==> src/chgseq_defs.svh <==
// constants for the charger control sequencer
`ifndef CHGSEQ_DEFS_SVH
`define CHGSEQ_DEFS_SVH
`define CHGSEQ_CLK_MHZ      250
`define CHGSEQ_TICK_US      1000
`define CHGSEQ_TICK_CYC     (`CHGSEQ_TICK_US * `CHGSEQ_CLK_MHZ)
`define CHGSEQ_RATIO_FULL   8'hff
`define CHGSEQ_NOM_WEIGHT   3'h2
`define CHGSEQ_A_CTRL       12'h000
`define CHGSEQ_A_TIMER      12'h004
`define CHGSEQ_A_STATUS     12'h008
`define CHGSEQ_CTRL_RST     32'h0000_0006
`define CHGSEQ_TIMER_RST    32'h0000_3c1e
`define CHGSEQ_C_EN         0
`define CHGSEQ_C_TERM       1
`define CHGSEQ_C_SCL        3:2
`define CHGSEQ_C_PRE        5:4
`define CHGSEQ_C_SHIFT      7:6
`define CHGSEQ_T_PRE        7:0
`define CHGSEQ_T_FAST       15:8
`define CHGSEQ_S_ACTIVE     0
`define CHGSEQ_S_FAULT      1
`define CHGSEQ_S_SUSP       2
`define CHGSEQ_S_TREG       3
`define CHGSEQ_S_HOT        4
`define CHGSEQ_S_STATE      11:5
`endif

==> src/chgseq_pkg.sv <==
// types shared by the charger control sequencer
package chgseq_pkg;
  typedef enum logic [6:0] {
    CHGSEQ_IDLE  = 7'h01,
    CHGSEQ_SHORT = 7'h02,
    CHGSEQ_PRE   = 7'h04,
    CHGSEQ_FAST  = 7'h08,
    CHGSEQ_CV    = 7'h10,
    CHGSEQ_DONE  = 7'h20,
    CHGSEQ_FAULT = 7'h40
  } chgseq_state_t;
endpackage : chgseq_pkg

==> src/chgseq_tmr_if.sv <==
// link between the sequencer and one safety timer
`timescale 1ns/10ps
`default_nettype none
interface chgseq_tmr_if;
  logic        run;     // advance allowed
  logic        clr;     // restart from zero
  logic [10:0] step;    // weight times current ratio, full ratio for precharge
  logic [7:0]  limit;   // expiry in ticks
  logic        expired; // tick count reached limit
  modport ctl (output run, output clr, output step, output limit, input expired);
  modport tmr (input run, input clr, input step, input limit, output expired);
endinterface : chgseq_tmr_if
`default_nettype wire

==> src/chgseq_timer.sv <==
// rate-gated safety timer
`timescale 1ns/10ps
`default_nettype none
`include "chgseq_defs.svh"
module chgseq_timer #(
  parameter int TICK_CYC = `CHGSEQ_TICK_CYC
) (
  input wire logic   pclk,
  input wire logic   presetn,
  chgseq_tmr_if.tmr  t
);
  // one tick costs nominal weight times full ratio per cycle
  localparam logic [39:0] THRESH = 40'(TICK_CYC) * 40'(`CHGSEQ_NOM_WEIGHT)
                                   * 40'(`CHGSEQ_RATIO_FULL);
  logic [39:0] acc; // fractional progress
  logic [7:0]  cnt; // whole ticks

  // accumulate; held (not cleared) while run and clr are both low
  always_ff @(posedge pclk or negedge presetn) begin
    if (!presetn) begin
      acc <= 40'h00_0000_0000;
      cnt <= 8'h00;
    end else if (t.clr) begin
      acc <= 40'h00_0000_0000;
      cnt <= 8'h00;
    end else if (t.run) begin
      if (acc + 40'(t.step) >= THRESH) begin
        acc <= acc + 40'(t.step) - THRESH;
        if (cnt != 8'hff) cnt <= cnt + 8'h01;
      end else begin
        acc <= acc + 40'(t.step);
      end
    end
  end

  // expiry flag from a flop
  always_ff @(posedge pclk or negedge presetn) begin
    if (!presetn) t.expired <= 1'b0;
    else t.expired <= !t.clr && (cnt >= t.limit);
  end
endmodule : chgseq_timer
`default_nettype wire

==> src/chgseq_top.sv <==
// charger control sequencer with apb registers
//
// The register offsets and register access over APB were decided locally.
`timescale 1ns/10ps
`default_nettype none
`include "chgseq_defs.svh"
// Operation
// termination off: pre, fast, cv, stay cv
// termination off: no battery detection
// termination off: flag clears, held until repower
// termination off disables both safety timers
// ts sensing off: no termination, open ts
// scale 01 runs timers at nominal rate
// timers scale inversely; 11 halves time
// precharge current leaves timers unchanged
// fast charge: timers slow with current
// precharge timeout before exit voltage: fault
// fast timeout without termination current: fault
// die above regulation: reduce charge current
// shutdown: input fet off, battery fet on
// ts out of window: suspend, freeze timers
// ts back in window: resume, continue
// suspended by ts: in-progress flag stays
// two-bit termination temperature shift setting
// start on enable after short check
// timers advance gated by current ratio
module chgseq_top #(
  parameter int TICK_CYC = `CHGSEQ_TICK_CYC
) (
  input  wire logic        pclk,
  input  wire logic        presetn,
  input  wire logic        psel,
  input  wire logic        penable,
  input  wire logic        pwrite,
  input  wire logic [11:0] paddr,
  input  wire logic [31:0] pwdata,
  output logic      [31:0] prdata,
  output logic             pready,
  output logic             pslverr,
  input  wire logic        input_power_good,
  input  wire logic        bat_short_ok,
  input  wire logic        bat_above_precharge_exit_voltage,
  input  wire logic        bat_at_regulation,
  input  wire logic        current_below_termination_current_threshold,
  input  wire logic        die_over_regulation,
  input  wire logic        die_over_shutdown,
  input  wire logic        die_cooled,
  input  wire logic        pack_thermistor_input_in_window,
  input  wire logic        pack_thermistor_input_open,
  input  wire logic        load_sharing_active,
  input  wire logic        input_voltage_low,
  input  wire logic [7:0]  current_ratio,
  output logic             charger_on,
  output logic             short_check_source,
  output logic             precharge_select,
  output logic             thermal_reduce,
  output logic             input_path_fet,
  output logic             battery_path_fet,
  output logic             thermistor_bias_on,
  output logic      [1:0]  charge_current_scale,
  output logic      [1:0]  precharge_current_select,
  output logic      [1:0]  termination_temp_shift
);
  localparam int NPIN = 12;

  // ---- pin synchronisers
  logic [NPIN-1:0] pin_raw; // comparator levels
  logic [NPIN-1:0] s1;      // first stage, read only by s2
  logic [NPIN-1:0] s2;
  logic [NPIN-1:0] s3;
  logic [NPIN-1:0] pin;     // accepted levels
  assign pin_raw = {input_voltage_low, load_sharing_active,
                    pack_thermistor_input_open, pack_thermistor_input_in_window,
                    die_cooled, die_over_shutdown, die_over_regulation,
                    current_below_termination_current_threshold,
                    bat_at_regulation, bat_above_precharge_exit_voltage,
                    bat_short_ok, input_power_good};

  // three flops; a level counts once stages two and three agree
  always_ff @(posedge pclk or negedge presetn) begin
    if (!presetn) begin
      s1  <= 12'h000;
      s2  <= 12'h000;
      s3  <= 12'h000;
      pin <= 12'h000;
    end else begin
      s1  <= pin_raw;
      s2  <= s1;
      s3  <= s2;
      pin <= (s2 & s3) | (pin & (s2 | s3));
    end
  end

  logic pgood, sc_ok, lowv, vreg, termination_current_threshold, tjreg, tjoff, tjcool;
  logic tswin, tsopen, dpm, vlow;
  assign {vlow, dpm, tsopen, tswin, tjcool, tjoff, tjreg, termination_current_threshold,
          vreg, lowv, sc_ok, pgood} = pin;

  // ---- registers
  logic [31:0] ctrl;       // software control
  logic [31:0] tmr_cfg;    // timer limits in ticks
  logic        fault_flag; // charger_fault_flag
  logic        flag_held;  // in-progress cleared until repower
  logic        die_hot;    // input path shut down
  chgseq_pkg::chgseq_state_t state;
  chgseq_pkg::chgseq_state_t next_state;

  logic term_en;
  logic active;     // a charge phase is running
  logic ts_sense;   // pack sensing enabled
  logic susp;       // suspended by pack temperature
  logic reduced;    // current cut by a regulation loop
  logic progress;   // charging_in_progress_flag
  assign term_en  = ctrl[`CHGSEQ_C_TERM];
  assign active   = state inside {chgseq_pkg::CHGSEQ_PRE, chgseq_pkg::CHGSEQ_FAST,
                                  chgseq_pkg::CHGSEQ_CV};
  assign ts_sense = term_en || !tsopen;
  assign susp     = active && ts_sense && !tswin;
  assign reduced  = tjreg || dpm || vlow;
  // suspension does not touch the flag, so it stays set
  assign progress = active && !flag_held;

  // ---- apb slave, zero wait states
  logic wr_en;
  logic bad_addr;
  assign pready   = 1'b1;
  assign wr_en    = psel && penable && pwrite;
  assign bad_addr = !(paddr inside {`CHGSEQ_A_CTRL, `CHGSEQ_A_TIMER,
                                    `CHGSEQ_A_STATUS});
  assign pslverr  = psel && penable && bad_addr;

  // control and timer limit writes
  always_ff @(posedge pclk or negedge presetn) begin
    if (!presetn) begin
      ctrl    <= `CHGSEQ_CTRL_RST;
      tmr_cfg <= `CHGSEQ_TIMER_RST;
    end else if (wr_en) begin
      if (paddr == `CHGSEQ_A_CTRL) ctrl <= {24'h00_0000, pwdata[7:0]};
      if (paddr == `CHGSEQ_A_TIMER) tmr_cfg <= {16'h0000, pwdata[15:0]};
    end
  end

  // read mux; unmapped reads return zero
  always_ff @(posedge pclk or negedge presetn) begin
    if (!presetn) begin
      prdata <= 32'h0000_0000;
    end else if (psel && !penable && !pwrite) begin
      case (paddr)
        `CHGSEQ_A_CTRL:  prdata <= ctrl;
        `CHGSEQ_A_TIMER: prdata <= tmr_cfg;
        `CHGSEQ_A_STATUS: begin
          prdata <= 32'h0000_0000;
          prdata[`CHGSEQ_S_ACTIVE] <= progress;
          prdata[`CHGSEQ_S_FAULT]  <= fault_flag;
          prdata[`CHGSEQ_S_SUSP]   <= susp;
          prdata[`CHGSEQ_S_TREG]   <= tjreg;
          prdata[`CHGSEQ_S_HOT]    <= die_hot;
          prdata[`CHGSEQ_S_STATE]  <= state;
        end
        default: prdata <= 32'h0000_0000;
      endcase
    end
  end

  // ---- safety timers
  chgseq_tmr_if pre_t ();
  chgseq_tmr_if fast_t ();
  logic [2:0] weight; // scale 00..11 maps to 1..4 halves of the nominal rate
  assign weight = {1'b0, ctrl[`CHGSEQ_C_SCL]} + 3'h1;
  // precharge current select is deliberately not a term here
  // widen before the product, an 8-bit product would wrap at scales 01 to 11
  assign pre_t.step   = 11'(weight) * 11'(`CHGSEQ_RATIO_FULL);
  assign fast_t.step  = 11'(weight) * 11'(current_ratio);
  assign pre_t.limit  = tmr_cfg[`CHGSEQ_T_PRE];
  assign fast_t.limit = tmr_cfg[`CHGSEQ_T_FAST];
  // timers only run with termination on, freeze while suspended
  assign pre_t.run  = term_en && state == chgseq_pkg::CHGSEQ_PRE && !susp;
  assign pre_t.clr  = state != chgseq_pkg::CHGSEQ_PRE;
  assign fast_t.run = term_en && !susp && (state == chgseq_pkg::CHGSEQ_FAST
                      || state == chgseq_pkg::CHGSEQ_CV);
  assign fast_t.clr = !(state == chgseq_pkg::CHGSEQ_FAST
                        || state == chgseq_pkg::CHGSEQ_CV);

  chgseq_timer #(.TICK_CYC(TICK_CYC)) u_pre_tmr (
    .pclk    (pclk),
    .presetn (presetn),
    .t       (pre_t.tmr)
  );
  chgseq_timer #(.TICK_CYC(TICK_CYC)) u_fast_tmr (
    .pclk    (pclk),
    .presetn (presetn),
    .t       (fast_t.tmr)
  );

  logic pre_fault;
  logic fast_fault;
  assign pre_fault  = term_en && pre_t.expired && !lowv;
  assign fast_fault = term_en && fast_t.expired && !termination_current_threshold;

  // ---- charge sequence
  always_comb begin
    next_state = state;
    case (state)
      chgseq_pkg::CHGSEQ_IDLE:
        if (pgood && ctrl[`CHGSEQ_C_EN]) next_state = chgseq_pkg::CHGSEQ_SHORT;
      chgseq_pkg::CHGSEQ_SHORT:
        if (sc_ok) next_state = chgseq_pkg::CHGSEQ_PRE;
      chgseq_pkg::CHGSEQ_PRE:
        if (lowv) next_state = chgseq_pkg::CHGSEQ_FAST;
        else if (pre_fault) next_state = chgseq_pkg::CHGSEQ_FAULT;
      chgseq_pkg::CHGSEQ_FAST:
        if (vreg) next_state = chgseq_pkg::CHGSEQ_CV;
        else if (fast_fault) next_state = chgseq_pkg::CHGSEQ_FAULT;
      chgseq_pkg::CHGSEQ_CV: begin
        // without termination cv is left only on power or enable loss and no detection runs
        if (term_en && termination_current_threshold && !reduced && !susp)
          next_state = chgseq_pkg::CHGSEQ_DONE;
        else if (fast_fault) next_state = chgseq_pkg::CHGSEQ_FAULT;
      end
      chgseq_pkg::CHGSEQ_DONE:  next_state = state;
      chgseq_pkg::CHGSEQ_FAULT: next_state = state;
      default: next_state = chgseq_pkg::CHGSEQ_IDLE;
    endcase
    // losing power or enable always restarts
    if (!pgood || !ctrl[`CHGSEQ_C_EN]) next_state = chgseq_pkg::CHGSEQ_IDLE;
  end

  // state register
  always_ff @(posedge pclk or negedge presetn) begin
    if (!presetn) state <= chgseq_pkg::CHGSEQ_IDLE;
    else state <= next_state;
  end

  // in-progress hold after taper, released only by repower
  always_ff @(posedge pclk or negedge presetn) begin
    if (!presetn) flag_held <= 1'b0;
    else if (!pgood) flag_held <= 1'b0;
    else if (state == chgseq_pkg::CHGSEQ_CV && !term_en && termination_current_threshold && !reduced
             && !susp) flag_held <= 1'b1;
  end

  // fault flag; write one to clear, a new fault wins
  always_ff @(posedge pclk or negedge presetn) begin
    if (!presetn) fault_flag <= 1'b0;
    else if (next_state == chgseq_pkg::CHGSEQ_FAULT
             && state != chgseq_pkg::CHGSEQ_FAULT) fault_flag <= 1'b1;
    else if (wr_en && paddr == `CHGSEQ_A_STATUS && pwdata[`CHGSEQ_S_FAULT])
      fault_flag <= 1'b0;
  end

  // die shutdown with hysteresis
  always_ff @(posedge pclk or negedge presetn) begin
    if (!presetn) die_hot <= 1'b0;
    else if (tjoff) die_hot <= 1'b1;
    else if (tjcool) die_hot <= 1'b0;
  end

  // registered analog controls
  always_ff @(posedge pclk or negedge presetn) begin
    if (!presetn) begin
      charger_on               <= 1'b0;
      short_check_source       <= 1'b0;
      precharge_select         <= 1'b0;
      thermal_reduce           <= 1'b0;
      input_path_fet           <= 1'b0;
      battery_path_fet         <= 1'b1;
      thermistor_bias_on       <= 1'b0;
      charge_current_scale     <= 2'h0;
      precharge_current_select <= 2'h0;
      termination_temp_shift   <= 2'h0;
    end else begin
      charger_on               <= active && !susp && !die_hot;
      short_check_source       <= state == chgseq_pkg::CHGSEQ_SHORT;
      precharge_select         <= state == chgseq_pkg::CHGSEQ_PRE;
      thermal_reduce           <= tjreg;
      input_path_fet           <= pgood && !die_hot;
      battery_path_fet         <= die_hot || !pgood || active;
      thermistor_bias_on       <= active && ts_sense;
      charge_current_scale     <= ctrl[`CHGSEQ_C_SCL];
      precharge_current_select <= ctrl[`CHGSEQ_C_PRE];
      termination_temp_shift   <= ctrl[`CHGSEQ_C_SHIFT];
    end
  end
endmodule : chgseq_top
`default_nettype wire

==> config.mk <==
export PLATFORM = sky130hd
export DESIGN_NAME = chgseq_top
export DESIGN_NICKNAME = d
export VERILOG_FILES = /design/src/chgseq_pkg.sv /design/src/chgseq_tmr_if.sv /design/src/chgseq_timer.sv /design/src/chgseq_top.sv
export VERILOG_INCLUDE_DIRS = /design/src /design/src/src
export SDC_FILE = /design/constraint.sdc
export NUM_CORES = 1
export LEC_CHECK = 0
export BUFFER_PORTS_ARGS = -buffer_cell sky130_fd_sc_hd__buf_4
export CAP_MARGIN = 20
export CORE_MARGIN = 2
export CORE_UTILIZATION = 45
export CTS_CLUSTER_SIZE = 10
export DETAILED_ROUTE_END_ITERATION = 8
export GPL_TIMING_DRIVEN = 0
export PLACE_DENSITY = 0.72
export SLEW_MARGIN = 15
export SYNTH_ARGS = -nofsm -noshare
export SYNTH_HDL_FRONTEND = slang
export SYNTH_HIERARCHICAL = 1
export SYNTH_SLANG_ARGS = --single-unit
==> constraint.sdc <==
create_clock -name pclk -period 16.75 [get_ports pclk]
set_input_delay 3.35 -clock pclk [delete_from_list [all_inputs] [get_ports pclk]]
set_output_delay 3.35 -clock pclk [all_outputs]
set_load 0.02 [all_outputs]
==> impl_metrics.py <==
metrics = {
    "global_route": {
        "gr-total-overflow": 0,
        "grt_usage_pct": 23.49,
        "antenna_found_initial": 0,
        "grt_pass1_vias": 12940,
        "grt_pass1_wl_um": 68000,
        "grt_max_degree": 107,
    },
    "cts": {
        "cts_hold_buf": 0,
        "insertion_delay_ns": 0.54,
        "htreeDepth": 1,
        "root_buffer": "clkbuf_16",
        "cts.repair.resized": 0,
        "cts_buffers": 26,
        "path_clk_slew_ns": 0.06,
        "postCtsSetupRepairBufs": 0,
        "clockBufferDepth": 3,
        "cts_sinks": 209,
        "tritoncts": "done",
    },
    "power_and_ir_drop": {
        "pwr-share-clk_pct": 47.9,
        "intPower_w": 0.0008621,
        "swShare_pct": 23.06,
        "cellPowerDensity_nw_per_um2": 64.92,
        "switchingPower_w": 0.0002584,
        "p_leak_nw": 7.128,
        "power_frac_comb_pct": 5.4,
        "ir_worst_vdd_mv": 0.06805,
        "p_seq_share_pct": 46.7,
    },
    "sta": {
        "min_period_ns": 9.988,
        "grt_setup_unrepaired": "no",
        "drv_slew": 0,
        "timing.setup.tns_ns": 0,
        "slew_headroom_pct": 29.18,
        "fin_crit_sh_pct": 59.63,
        "setup_violations": 0,
        "fin_ws_ns": 6.762,
        "tightest_slew_ns": 1.053,
        "hold_viol": 0,
        "clock.fmax_mhz": 100.1,
        "whs_ns": 0.3445,
        "fin_skew_ns": 0.01443,
    },
    "logic_synthesis": {
        "syn_area_um2": 15130,
        "synth_ff_type": "dfrtp_1",
        "synth_compound_area_share_pct": 17.10,
        "yosysMostFrequentCell": "dfrtp_1",
        "synth-edff-count": 0,
        "synth-simple-area-share_pct": 23.94,
        "synth_cell_types": 98,
        "yosysTopAreaCell": "dfrtp_1",
        "ys_seq_area_share_pct": 34.66,
        "syn_inst": 1698,
        "yosys.area.top_type_share_pct": 32.57,
        "synth_top_family_by_area": "simple AND/OR/NAND/NOR gates",
        "yosys.area_share.xor_xnor_pct": 5.845,
        "synth_mux_area_share_pct": 6.300,
        "syn_area_per_cell_um2": 8.913,
        "yosysWarnings": 6,
        "ys_async_sr_fraction_pct": 100.0,
        "synthTopCellsByCount": "197 x dfrtp_1, 174 x nor2_1, 135 x nand2_1",
        "ys_ff_latch": 209,
        "synth_fa_ha_area_share_pct": 7.308,
        "synth_area_leaders": "dfrtp_1 33%, ha_1 4.8%, nor2_1 4.3%, mux2_2 3.5%, nand2_1 3.3%",
    },
    "place": {
        "pre_cts_ws_ns": 6.415,
        "dp_hpwl_um": 31120,
        "io_buffers": 81,
        "gp_congestion": 0.9486,
    },
    "worst_setup_path": {
        "critical_path.top_delay_family": "compound AO/OA/AOI/OAI gates",
        "worstPathRequired_ns": 17.17,
        "worstSetupEndpointType": "register",
        "critical_path.max_stage_delay_ns": 0.60,
        "critical_path_class": "in -> reg",
        "start_kind": "input port",
        "reg2reg_depth": 30,
        "arrival_ns": 10.41,
        "crit_cells": 28,
        "cpMaxStageDelayCell": "a311oi_2",
        "cp_max_fo": 10,
        "critPathBufInv": 7,
    },
    "die": {
        "die_area_um2": 35120,
        "fp.dieH_um": 187.4,
        "core_area_um2": 33360,
        "row_count": 67,
        "die_w_um": 187.4,
        "initial_core_util_pct": 45.36,
        "io_pins": 116,
    },
    "finish": {
        "fill_cells": 3120,
        "layout-drive-gt1-share_pct": 14.63,
        "nNetsFinal": 1969,
        "areaGrowthSynthToFinish_pct": 14.05,
        "antenna_cells": 0,
    },
    "drt": {
        "antenna_left": 0,
        "wirelength_um": 42210,
        "drc": 0,
        "dr.pass1.iters": 8,
        "vias_per_cell": 5.885,
        "wl_per_cell_um": 18.40,
        "vias": 13500,
        "drtIter0Drc": 1143,
    },
    "run": {
        "drv_cap": 0,
    },
    "hold_path": {
        "worstHoldPathType": "reg -> reg",
        "min_path_cells": 0,
    },
    "outcome": {
        "status": "complete, no violations",
    },
}
## metal layers
metal / wire length [um] / part of all wire [%] / vias to the layer above / GRT usage [%]
met5: 0 / 0 / - / 0
li1: - / - / 6377 / -
met1: 18590 / 44 / 6559 / 32.04
met4: 1181 / 2.8 / 0 / 7.329
met2: 19890 / 47 / 489 / 38.92
met3: 2545 / 6.0 / 75 / 3.058
## cell families (layout without fill, tap and decap cells)
logic type               count (synthesis)  count (layout)
AND/OR/NAND/NOR                        689             689
AO/OA/AOI/OAI                          364             364
flip-flops                             209             209
buffers and inverters                  162             292
XOR/XNOR                               101             101
multiplexers                            88              88
adder cells (fa/ha/maj)                 83              83
other                                    2              20
## cell usage in the layout (no fill, tap or decap), types with 36 or more instances in the layout
cell,n
nand3_1,56
dfrtp_1,197
and3_1,36
nor2b_1,36
xnor2_1,54
nand2_1,135
xor2_1,47
inv_1,58
clkbuf_1,67
nor2_1,174
o21ai_0,68
ha_1,58
nor3_1,54
buf_4,103
mux2_2,47
a21oi_1,67
## power groups by stage
stage	logic, W	clock network, W	registers (W)
5_1_grt	0.0000668	0.000571	0.000524
3_3_place_gp	0.0000581	0	0.000531
2_1_floorplan	0.0000255	0	0.000532
4_1_cts	0.0000616	0.000550	0.000523
3_5_place_dp	0.0000613	0	0.000532
6_report	0.0000606	0.000537	0.000523
## flip-flops by register name, summed over array words and instances, names as in the netlist, 2 cells and up
| signal | flops |
|---|---|
| s3 | 12 |
| termination_temp_shift | 2 |
| charge_current_scale | 2 |
| u_pre_tmr/acc | 40 |
| u_fast_tmr/acc | 40 |
| prdata | 16 |
| ctrl | 8 |
| s1 | 12 |
| pin | 12 |
| state | 7 |
| u_fast_tmr/cnt | 8 |
| s2 | 12 |
| u_pre_tmr/cnt | 8 |
| precharge_current_select | 2 |
| tmr_cfg | 16 |
## worst register-to-register path, delay by kind of cell, from the launching register on
family,cells,cell delay [ns]
flip-flops,1,0.73
AO/OA/AOI/OAI,9,2.49
multiplexers,1,0.36
AND/OR/NAND/NOR,7,1.79
buffers and inverters,8,1.75
adder cells (fa/ha/maj),5,1.66
## through the flow
step                      instances  utilization, %  total power [W]  instance area, um2
after floorplan                1716               -        0.0005579               15200
after global placement         2245           49.07        0.0005892               16370
after detailed placement       2248           49.27        0.0005929               16440
after CTS                      2293           51.72         0.001134               17260
after global routing           2294           51.73         0.001161               17260
final                          2294           51.73         0.001120               17260
## area by class of cell
| type | count | area (um2) | share of cell area [%] |
|---|---|---|---|
| inverters | 58 | 217.7 | 1.261 |
| plain buffers | 104 | 509.2 | 2.950 |
| multi-input cells | 1345 | 9230 | 53.48 |
| repair buffers | 85 | 680.7 | 3.943 |
| clock inverters | 4 | 70.07 | 0.4059 |
| clock buffers | 41 | 747.0 | 4.328 |
| well taps | 448 | 560.5 | 3.248 |
| flip-flops and latches | 209 | 5245 | 30.39 |
## path summary, 6_finish.rpt
check	from	endpoint	slack, ns
setup / recovery	current_ratio[0]	u_fast_tmr/acc[34]	6.76
hold / removal	s1[11]	s2[11]	0.34
setup reg to reg	ctrl[2]	u_fast_tmr/acc[34]	7.87
hold reg to reg	s1[11]	s2[11]	0.34
max in group asynchronous	presetn	u_fast_tmr/acc[14]	13.37
min in group asynchronous	presetn	tmr_cfg[5]	2.63
No activity file was read; power rests on OpenSTA's default activity.
